$ cat src/verilog/rx_monitor_pkg.sv
// Package of constants and types for the receive status and statistics monitor
// Summary of operation
// - Block lock flag follows achieved block delineation
// - High error flag at sixteen bad headers
// - Link ok is lock without high error
// - Interval strobe every 125 us, publishes count
// - Eight-bit count of bad-header words per interval
// - Published count changes only on strobe
// - Published count never exceeds sixteen
// - Pattern strobe on every count refresh
// - Eight-bit pattern error counter in PRBS and pseudo test modes only
// - Outside test modes count zero, no strobe
// - Errored-block strobe on decoder error entry
// - Zero select picks zeros or local faults
// - Raw word inputs used only in backplane variant
// - Pattern enable enters test mode, type selects
package rx_monitor_pkg;
  localparam int unsigned clk_hz = 10000000;
  localparam int unsigned interval_us = 125;
  localparam int unsigned interval_cycles = (interval_us * (clk_hz / 1000000));
  localparam logic [7:0] bad_header_limit = 8'h10;
  localparam logic [7:0] count_reset = 8'h00;
  localparam int unsigned lock_good_needed = 64;
  localparam int unsigned lock_bad_limit = 16;
  localparam int unsigned pattern_window_cycles = 128;
  localparam logic [1:0] sync_data = 2'h1;
  localparam logic [1:0] sync_ctrl = 2'h2;
  localparam logic [63:0] local_fault_pair = 64'h0100_0000_0100_009C;
  localparam logic [15:0] square_pattern = 16'hF0F0;
  typedef enum logic [1:0] {
    mode_normal = 2'b00,
    mode_prbs = 2'b01,
    mode_pseudo = 2'b10,
    mode_square = 2'b11
  } test_mode_t;
endpackage

$ cat src/verilog/rx_event_if.sv
// Interface carrying per-word receive events between monitor modules
`timescale 1ns/1ps
interface rx_event_if;
  logic word_valid;
  logic bad_header;
  logic pattern_error;
  logic block_error;
  logic test_active;
  modport source (output word_valid, bad_header, pattern_error, block_error, test_active);
  modport sink (input word_valid, bad_header, pattern_error, block_error, test_active);
endinterface

$ cat src/verilog/rx_word_checker.sv
// Per-word checker: sync header and test pattern comparison
`timescale 1ns/1ps
module rx_word_checker #(
  parameter int word_width = 64
) (
  input wire logic clk, // Core clock
  input wire logic reset, // Asynchronous reset
  input wire logic rx_sync_reset, // Synchronous receive reset
  input wire logic [word_width+1:0] word_in, // Header and payload
  input wire logic word_in_valid, // Word qualifier
  input wire rx_monitor_pkg::test_mode_t mode, // Active test mode
  input wire logic pattern_zero_data_select, // Zero data pattern select
  rx_event_if.source ev // Events out
);
  logic [30:0] prbs_reg, prbs_next;
  logic [word_width-1:0] expect_word;
  logic [1:0] hdr;

  // Expected test data and header extraction
  always_comb
  begin
    hdr = word_in[word_width+1:word_width];
    expect_word = pattern_zero_data_select ? '0 :
      rx_monitor_pkg::local_fault_pair[word_width-1:0];
    if (mode == rx_monitor_pkg::mode_square)
      expect_word = {(word_width/16){rx_monitor_pkg::square_pattern}};
    prbs_next = prbs_reg;
    if (word_in_valid && mode == rx_monitor_pkg::mode_prbs)
      prbs_next = word_in[30:0]; // Self-synchronising seed
  end

  // Event registers
  always_ff @(posedge clk or posedge reset)
  begin
    if (reset)
    begin
      prbs_reg <= '0;
      ev.word_valid <= 1'b0;
      ev.bad_header <= 1'b0;
      ev.pattern_error <= 1'b0;
      ev.block_error <= 1'b0;
      ev.test_active <= 1'b0;
    end
    else if (rx_sync_reset)
    begin
      prbs_reg <= '0;
      ev.word_valid <= 1'b0;
      ev.bad_header <= 1'b0;
      ev.pattern_error <= 1'b0;
      ev.block_error <= 1'b0;
      ev.test_active <= 1'b0;
    end
    else
    begin
      prbs_reg <= prbs_next;
      ev.word_valid <= word_in_valid;
      ev.bad_header <= word_in_valid && (hdr != rx_monitor_pkg::sync_data) &&
        (hdr != rx_monitor_pkg::sync_ctrl);
      ev.test_active <= (mode == rx_monitor_pkg::mode_prbs) ||
        (mode == rx_monitor_pkg::mode_pseudo);
      ev.block_error <= word_in_valid && mode == rx_monitor_pkg::mode_normal &&
        hdr == rx_monitor_pkg::sync_ctrl && word_in[7:0] == 8'h00;
      ev.pattern_error <= word_in_valid && (
        (mode == rx_monitor_pkg::mode_prbs &&
          word_in[61:31] != {prbs_reg[27:0] ^ prbs_reg[30:3], prbs_reg[2:0]}) ||
        (mode == rx_monitor_pkg::mode_pseudo && word_in[word_width-1:0] != expect_word) ||
        (mode == rx_monitor_pkg::mode_square && word_in[word_width-1:0] != expect_word));
    end
  end
endmodule

$ cat src/verilog/rx_status_monitor.sv
// Top module: receive status, error-ratio and test statistics
`timescale 1ns/1ps
module rx_status_monitor #(
  parameter int backplane_variant_param = 1, // One enables use of the raw word inputs
  parameter int word_width = 64 // Raw word width, 32 or 64
) (
  input wire logic clk, // Receive core clock
  input wire logic reset, // Asynchronous reset
  input wire logic rx_sync_reset, // Synchronous receive reset
  input wire logic serial_rx_word_ready, // Lane ready
  input wire logic serial_rx_word_valid, // Word valid
  input wire logic [word_width+1:0] serial_rx_word, // Header plus payload
  input wire logic rx_prbs_test_enable, // PRBS31 check mode
  input wire logic rx_pattern_test_enable, // Pattern check mode
  input wire logic rx_pattern_type_select, // High square, low pseudo
  input wire logic pattern_zero_data_select, // Zero data select
  output logic rx_block_lock_flag, // Block lock
  output logic high_error_ratio_flag, // High error ratio
  output logic rx_link_ok, // Link status
  output logic error_ratio_interval_strobe, // Interval strobe
  output logic [7:0] interval_bad_header_count, // Published count
  output logic pattern_check_update_strobe, // Pattern count update
  output logic [7:0] pattern_check_error_count, // Pattern errors
  output logic errored_block_strobe // Errored block
);
  rx_event_if ev ();
  rx_monitor_pkg::test_mode_t mode;
  logic ready_s1_reg, ready_s2_reg, valid_s1_reg, valid_s2_reg;
  logic [word_width+1:0] word_s1_reg, word_s2_reg;
  logic word_ok;
  // Configuration pins after two synchroniser stages
  logic prbs_s1_reg, prbs_s2_reg, pat_en_s1_reg, pat_en_s2_reg;
  logic type_s1_reg, type_s2_reg, zero_s1_reg, zero_s2_reg;

  // Statistics state and next values
  logic [7:0] good_reg, good_next, badc_reg, badc_next;
  logic lock_reg, lock_next;
  logic [15:0] timer_reg, timer_next;
  logic [7:0] ber_reg, ber_next, pub_reg, pub_next;
  logic hiber_reg, hiber_next, istrb_reg, istrb_next;
  logic [7:0] pat_reg, pat_next, patpub_reg, patpub_next;
  logic [7:0] pwin_reg, pwin_next;
  logic pstrb_reg, pstrb_next, eblk_reg, eblk_next, eprev_reg, eprev_next;

  // Last count of the interval timer
  localparam logic [15:0] timer_last = 16'(rx_monitor_pkg::interval_cycles - 1);

  // Saturating eight-bit increment
  function automatic logic [7:0] sat_inc(input logic [7:0] v, input logic [7:0] cap);
    sat_inc = (v >= cap) ? cap : 8'(v + 8'h01);
  endfunction

  // Two-stage synchronisers for lane inputs
  always_ff @(posedge clk or posedge reset)
  begin
    if (reset)
    begin
      ready_s1_reg <= 1'b0;
      ready_s2_reg <= 1'b0;
      valid_s1_reg <= 1'b0;
      valid_s2_reg <= 1'b0;
      word_s1_reg <= '0;
      word_s2_reg <= '0;
    end
    else
    begin
      ready_s1_reg <= serial_rx_word_ready;
      ready_s2_reg <= ready_s1_reg;
      valid_s1_reg <= serial_rx_word_valid;
      valid_s2_reg <= valid_s1_reg;
      word_s1_reg <= serial_rx_word;
      word_s2_reg <= word_s1_reg;
    end
  end

  // Two-stage synchronisers for the test configuration pins
  always_ff @(posedge clk or posedge reset)
  begin
    if (reset)
    begin
      prbs_s1_reg <= 1'b0;
      prbs_s2_reg <= 1'b0;
      pat_en_s1_reg <= 1'b0;
      pat_en_s2_reg <= 1'b0;
      type_s1_reg <= 1'b0;
      type_s2_reg <= 1'b0;
      zero_s1_reg <= 1'b0;
      zero_s2_reg <= 1'b0;
    end
    else
    begin
      prbs_s1_reg <= rx_prbs_test_enable;
      prbs_s2_reg <= prbs_s1_reg;
      pat_en_s1_reg <= rx_pattern_test_enable;
      pat_en_s2_reg <= pat_en_s1_reg;
      type_s1_reg <= rx_pattern_type_select;
      type_s2_reg <= type_s1_reg;
      zero_s1_reg <= pattern_zero_data_select;
      zero_s2_reg <= zero_s1_reg;
    end
  end

  // Raw inputs are used only in the backplane variant
  always_comb
  begin
    word_ok = (backplane_variant_param == 1) && ready_s2_reg && valid_s2_reg;
  end

  // Test mode decode; PRBS has the highest priority
  always_comb
  begin
    if (prbs_s2_reg)
      mode = rx_monitor_pkg::mode_prbs;
    else if (pat_en_s2_reg)
      mode = type_s2_reg ? rx_monitor_pkg::mode_square :
        rx_monitor_pkg::mode_pseudo;
    else
      mode = rx_monitor_pkg::mode_normal;
  end

  rx_word_checker #(.word_width(word_width)) checker_u (
    .clk(clk),
    .reset(reset),
    .rx_sync_reset(rx_sync_reset),
    .word_in(word_s2_reg),
    .word_in_valid(word_ok),
    .mode(mode),
    .pattern_zero_data_select(zero_s2_reg),
    .ev(ev)
  );

  // Block lock: run of good headers gains, burst of bad headers loses
  always_comb
  begin
    good_next = good_reg;
    badc_next = badc_reg;
    lock_next = lock_reg;
    if (ev.word_valid)
    begin
      if (ev.bad_header)
      begin
        good_next = 8'h00;
        badc_next = sat_inc(badc_reg, 8'(rx_monitor_pkg::lock_bad_limit));
        if (badc_next >= 8'(rx_monitor_pkg::lock_bad_limit))
          lock_next = 1'b0;
      end
      else
      begin
        good_next = sat_inc(good_reg, 8'(rx_monitor_pkg::lock_good_needed));
        if (good_next >= 8'(rx_monitor_pkg::lock_good_needed))
        begin
          lock_next = 1'b1;
          badc_next = 8'h00;
        end
      end
    end
  end

  // Error ratio interval timer and bad-header counting
  always_comb
  begin
    timer_next = (timer_reg == timer_last) ? 16'h0000 : 16'(timer_reg + 16'h0001);
    istrb_next = (timer_reg == timer_last);
    ber_next = ber_reg;
    if (ev.word_valid && ev.bad_header)
      ber_next = sat_inc(ber_reg, rx_monitor_pkg::bad_header_limit);
    // Flag sets as soon as the count reaches the limit, then holds
    hiber_next = hiber_reg || (ber_next >= rx_monitor_pkg::bad_header_limit);
    pub_next = pub_reg;
    if (istrb_next)
    begin
      pub_next = ber_next;
      ber_next = rx_monitor_pkg::count_reset;
      // Clear only at an interval end whose count stayed below the limit
      if (pub_next < rx_monitor_pkg::bad_header_limit)
        hiber_next = 1'b0;
    end
  end

  // Pattern error counting and periodic refresh
  always_comb
  begin
    pat_next = pat_reg;
    patpub_next = patpub_reg;
    pstrb_next = 1'b0;
    pwin_next = pwin_reg;
    if (!ev.test_active)
    begin
      pat_next = rx_monitor_pkg::count_reset;
      patpub_next = rx_monitor_pkg::count_reset;
      pwin_next = 8'h00;
    end
    else
    begin
      if (ev.pattern_error)
        pat_next = sat_inc(pat_reg, 8'hFF);
      pwin_next = 8'(pwin_reg + 8'h01);
      if (pwin_reg == 8'(rx_monitor_pkg::pattern_window_cycles - 1))
      begin
        pwin_next = 8'h00;
        pstrb_next = 1'b1;
        patpub_next = pat_next;
      end
    end
  end

  // Errored-block strobe on each rising edge of a decoder error
  always_comb
  begin
    eprev_next = ev.block_error;
    eblk_next = ev.block_error && !eprev_reg && !ev.test_active;
  end

  // State registers; reset clears all
  always_ff @(posedge clk or posedge reset)
  begin
    if (reset)
    begin
      good_reg <= 8'h00;
      badc_reg <= 8'h00;
      lock_reg <= 1'b0;
      timer_reg <= 16'h0000;
      ber_reg <= 8'h00;
      pub_reg <= 8'h00;
      hiber_reg <= 1'b0;
      istrb_reg <= 1'b0;
      pat_reg <= 8'h00;
      patpub_reg <= 8'h00;
      pwin_reg <= 8'h00;
      pstrb_reg <= 1'b0;
      eblk_reg <= 1'b0;
      eprev_reg <= 1'b0;
    end
    else if (rx_sync_reset)
    begin
      good_reg <= 8'h00;
      badc_reg <= 8'h00;
      lock_reg <= 1'b0;
      timer_reg <= 16'h0000;
      ber_reg <= 8'h00;
      pub_reg <= 8'h00;
      hiber_reg <= 1'b0;
      istrb_reg <= 1'b0;
      pat_reg <= 8'h00;
      patpub_reg <= 8'h00;
      pwin_reg <= 8'h00;
      pstrb_reg <= 1'b0;
      eblk_reg <= 1'b0;
      eprev_reg <= 1'b0;
    end
    else
    begin
      good_reg <= good_next;
      badc_reg <= badc_next;
      lock_reg <= lock_next;
      timer_reg <= timer_next;
      ber_reg <= ber_next;
      pub_reg <= pub_next;
      hiber_reg <= hiber_next;
      istrb_reg <= istrb_next;
      pat_reg <= pat_next;
      patpub_reg <= patpub_next;
      pwin_reg <= pwin_next;
      pstrb_reg <= pstrb_next;
      eblk_reg <= eblk_next;
      eprev_reg <= eprev_next;
    end
  end

  // Output flops
  always_ff @(posedge clk or posedge reset)
  begin
    if (reset)
    begin
      rx_block_lock_flag <= 1'b0;
      high_error_ratio_flag <= 1'b0;
      rx_link_ok <= 1'b0;
      error_ratio_interval_strobe <= 1'b0;
      interval_bad_header_count <= 8'h00;
      pattern_check_update_strobe <= 1'b0;
      pattern_check_error_count <= 8'h00;
      errored_block_strobe <= 1'b0;
    end
    else if (rx_sync_reset)
    begin
      rx_block_lock_flag <= 1'b0;
      high_error_ratio_flag <= 1'b0;
      rx_link_ok <= 1'b0;
      error_ratio_interval_strobe <= 1'b0;
      interval_bad_header_count <= 8'h00;
      pattern_check_update_strobe <= 1'b0;
      pattern_check_error_count <= 8'h00;
      errored_block_strobe <= 1'b0;
    end
    else
    begin
      rx_block_lock_flag <= lock_reg;
      high_error_ratio_flag <= hiber_reg;
      rx_link_ok <= lock_reg && !hiber_reg;
      error_ratio_interval_strobe <= istrb_reg;
      interval_bad_header_count <= pub_reg;
      pattern_check_update_strobe <= pstrb_reg && ev.test_active;
      pattern_check_error_count <= ev.test_active ? patpub_reg : 8'h00;
      errored_block_strobe <= eblk_reg;
    end
  end
endmodule

$ cat config.mk
export PLATFORM = sky130hd
export DESIGN_NAME = rx_status_monitor
export DESIGN_NICKNAME = d
export VERILOG_FILES = /design/src/verilog/rx_monitor_pkg.sv /design/src/verilog/rx_event_if.sv /design/src/verilog/rx_word_checker.sv /design/src/verilog/rx_status_monitor.sv
export SDC_FILE = /design/constraint.sdc
export NUM_CORES = 1
export LEC_CHECK = 0
export ABC_AREA = 1
export BUFFER_PORTS_ARGS = -buffer_cell sky130_fd_sc_hd__buf_4
export CAP_MARGIN = 30
export CORE_ASPECT_RATIO = 1.5
export CORE_MARGIN = 1.5
export CORE_UTILIZATION = 40
export DETAILED_ROUTE_END_ITERATION = 8
export PLACE_DENSITY_LB_ADDON = 0.1
export SYNTH_ARGS = -nofsm -noshare
export SYNTH_HDL_FRONTEND = slang
export SYNTH_HIERARCHICAL = 1
export SYNTH_SLANG_ARGS = --single-unit
export TNS_END_PERCENT = 20
$ cat constraint.sdc
create_clock -name clk -period 9.66 [get_ports clk]
set_clock_uncertainty 0.2 [all_clocks]
set_input_delay 2.415 -clock clk [delete_from_list [all_inputs] [get_ports clk]]
set_output_delay 2.415 -clock clk [all_outputs]
set_load 0.01 [all_outputs]
==> metrics.md <==
| Metric | Value |
|---|---|
| Run status | finished, violations left |
| Failing checks | design-rule violations |
| Tmin final | ~4.1 ns |
| WL/cell | 15.10 um |
| CP Launch Type | input pin |
| DRT Pass-1 Iters | 8 |
| First-pass GRT wire length | roughly 42000 um |
| Drt initial violations | between 500 and 600 |
| Die Area | ~29000 sq um |
| Most common cell after layout, fill and taps aside | nand2_1 |
| I/O pin total | 97 |
| Crit end category | register |
| Hold Buf Count CTS | 0 |
| Arrival time worst endpoint | between 4 and 5 ns |
| Vias in the first global route | approximately 8300 |
| CP max FO | 40 |
| Final global-route overflow total | 0 |
| Max transition margin | 0.3531 |
| DIE WIDTH | roughly 140 um |
| TritonCTS buffer count | 28 |
| Post-Route Setup TNS | 0 ns |
| DR vias/cell | between 4 and 5 |
| Post-synth top area cell | dfrtp_1 |
| Kind of critical path | input pin to register |
| Final setup fails | 0 |
| Library cells used by synthesis | roughly 40 |
| P&R area growth vs syn | 18.65% |
| Hold EP | word_s2_reg[3] |
| Multi-input gate area | 3470 sq um |
| Max Clk Rate | roughly 240 MHz |
| Total GRT Usage | 0.1823 |
| Synth Register Bits | between 200 and 300 |
| Min-Delay Path Depth | 0 |
| Reg2reg path depth | 6 |
| Cells after DPL | about 1600 |
| Gpl congestion | ~0.81 |
| Post-DP HPWL | roughly 18000 um |
| Hold path start | word_s1_reg[3] |
| Max-cap violation count | 0 |
| Post-route ant nets | 0 |
| RSZ-0062 raised after global routing | false |
| DRC violations left | 7 |
| Largest net degree at the start of global routing | between 100 and 150 |
| Clock Path Buffers | 3 |
| Reg2reg setup slack | 7.41 ns |
| Launching point of the worst reg2reg path | prbs_s2_reg |
| Hold Vio Cnt, Final | 0 |
| Power density over cell area | 188.6 nW/um^2 |
| Die H | approximately 210 um |
| Mapped Area | about 11000 sq um |
| Sink Count | 280 |
| Peak VDD IR | 0.1550 mV |
| Initial Util | 0.4072 |
| Ant. Diodes | 0 |
| Final WS setup | between 5 and 6 ns |
| Setup repair bufs after CTS | 0 |
| # resized after CTS | 0 |
| Worst-margin pin slew | 0.9694 ns |
| Warnings from Yosys | 6 |
| Reg area | 7007 sq um |
| PortBufs | 96 |
| Core area | ~27000 sq um |
| Clk slew on worst S/H paths | ~0.060 ns |
| Number of antenna violations at the first check in global routing | 1 |
| Net Count, Synth | 1272 |
| Clk_lat worst skew | about 0.54 ns |
| Sequential element share of the synthesized area | 0.6300 |
| Setup WS pre-CTS | about 5.0 ns |
| Worst R2R End | checker_u/prbs_reg[29] |
| Fillers | 2600 |
| Post-route insts no fill | between 1500 and 2000 |
| Yosys top cell area share | 0.6300 |
| Pleak | between 6 and 7 nW |
| Rows | 74 |
| DRT Wirelength | ~25000 um |
| WP data required | roughly 9.8 ns |
| CTS tree | yes |
| CTS H-tree lvls | 1 |
| Vias | roughly 8000 |
| Gate Count Post-Synth | around 1200 |
| Hold Crit Class | register to register |
| CTS root buffer | clkbuf_16 |
| Max-slew violations | 0 |
| Most frequent cells in the layout | nand2_1 (311), dfrtp_1 (280), nor2_1 (149) |
| Final worst-path cycle share | 0.4270 |
| Synthesized area per cell | 9.394 sq um |
| Share of cells above drive strength 1 | 0.1492 |
| Final net count | around 1400 |
| Synth area leaders | dfrtp_1 (63%), nand2_1 (10%), nor2_1 (5.0%) |
-- where the power goes --
part / internal, W / switching [W]
Combinational: 0.0000491 / 0.0000840
Clock: 0.000665 / 0.000449
Sequential: 0.00121 / 0.0000289
Total: 0.00193 / 0.000562
-- metal layers --
layer / global-route usage / share of wire / vias up
met1: 0.2049 / 0.38 / 3777
li1: - / - / 3925
met2: 0.3386 / 0.54 / 142
met4: 0.06493 / 0.028 / 2
met3: 0.03783 / 0.047 / 44
met5: 0 / 0.00068 / -
-- cell families (layout without fill, tap and decap cells) --
group | Yosys count | in the layout | synth area share
multiplexers | 1 | 1 | 0.0009000
XOR/XNOR | 8 | 8 | 0.006300
adder cells (fa/ha/maj) | 13 | 13 | 0.01463
flip-flops | 280 | 280 | 0.6300
buffers and inverters | 160 | 290 | 0.05805
AO/OA/AOI/OAI | 75 | 75 | 0.03578
AND/OR/NAND/NOR | 647 | 647 | 0.2544
-- critical path, cell delays in order --
cell     delay, ns
buf_4         0.40
inv_1         0.31
buf_16        0.25
nand2_1       0.69
o21ai_0       0.21
-- through the flow --
stage          cell area, sq um  hold slack [ns]  total power (W)    util
3_5_place_dp              12210           0.1347         0.001400  0.4470
4_1_cts                   13170           0.1458         0.002530  0.4821
6_report                  13200           0.1448         0.002489  0.4831
3_3_place_gp              12180           0.1315         0.001397  0.4460
5_1_grt                   13200           0.1489         0.002600  0.4831
2_1_floorplan             11120           0.1312         0.001337       -
-- synthesized netlist by cell type --
cell type and n:
o21ai_0 39, inv_1 132, nand2_4 1, nor4_1 2, and3_1 1, nor2_4 4, o211ai_1 2, a211oi_1 1
buf_4 1, nor3_2 5, buf_1 1, xor2_1 5, inv_2 7, nor3b_1 1, nand3b_1 11, o21bai_1 1
nand3_1 111, clkbuf_1 12, a21oi_1 21, or2_2 1, nand4_1 10, and2_1 3, inv_4 1, xnor2_1 3
nand2_1 311, dfrtp_1 280, a31oi_1 2, nor3_1 11, nor2_1 149, nand2_2 11, o21ai_2 2, buf_6 5
buf_2 1, a21o_1 1, or2_1 1, mux2i_1 1, nand4_4 1, nand3_2 3, ha_1 13, nor2_2 10
o21ai_1 6
-- layout make-up --
class | instances | share of cell area
clock buffer | 35 | 0.06049
multi-input combinational | 744 | 0.2629
inverter | 140 | 0.04058
timing repair buffer | 101 | 0.06049
tap | 342 | 0.03243
clock inverter | 14 | 0.01214
sequential | 280 | 0.5310
-- worst max-delay path by stage --
stage | from | slack [ns] | end | cells after the start
after CTS | rx_sync_reset | 5.55 | checker_u/prbs_reg[29] | 5
after global routing | rx_sync_reset | 5.31 | checker_u/prbs_reg[29] | 5
after floorplan | reset | 0.34 | badc_reg[0] | 1
after global placement | rx_sync_reset | 4.59 | checker_u/prbs_reg[0] | 4
after detailed placement | rx_sync_reset | 5.00 | checker_u/prbs_reg[0] | 5
final | rx_sync_reset | 5.54 | checker_u/prbs_reg[29] | 5
(Power assumes the default switching activity.)
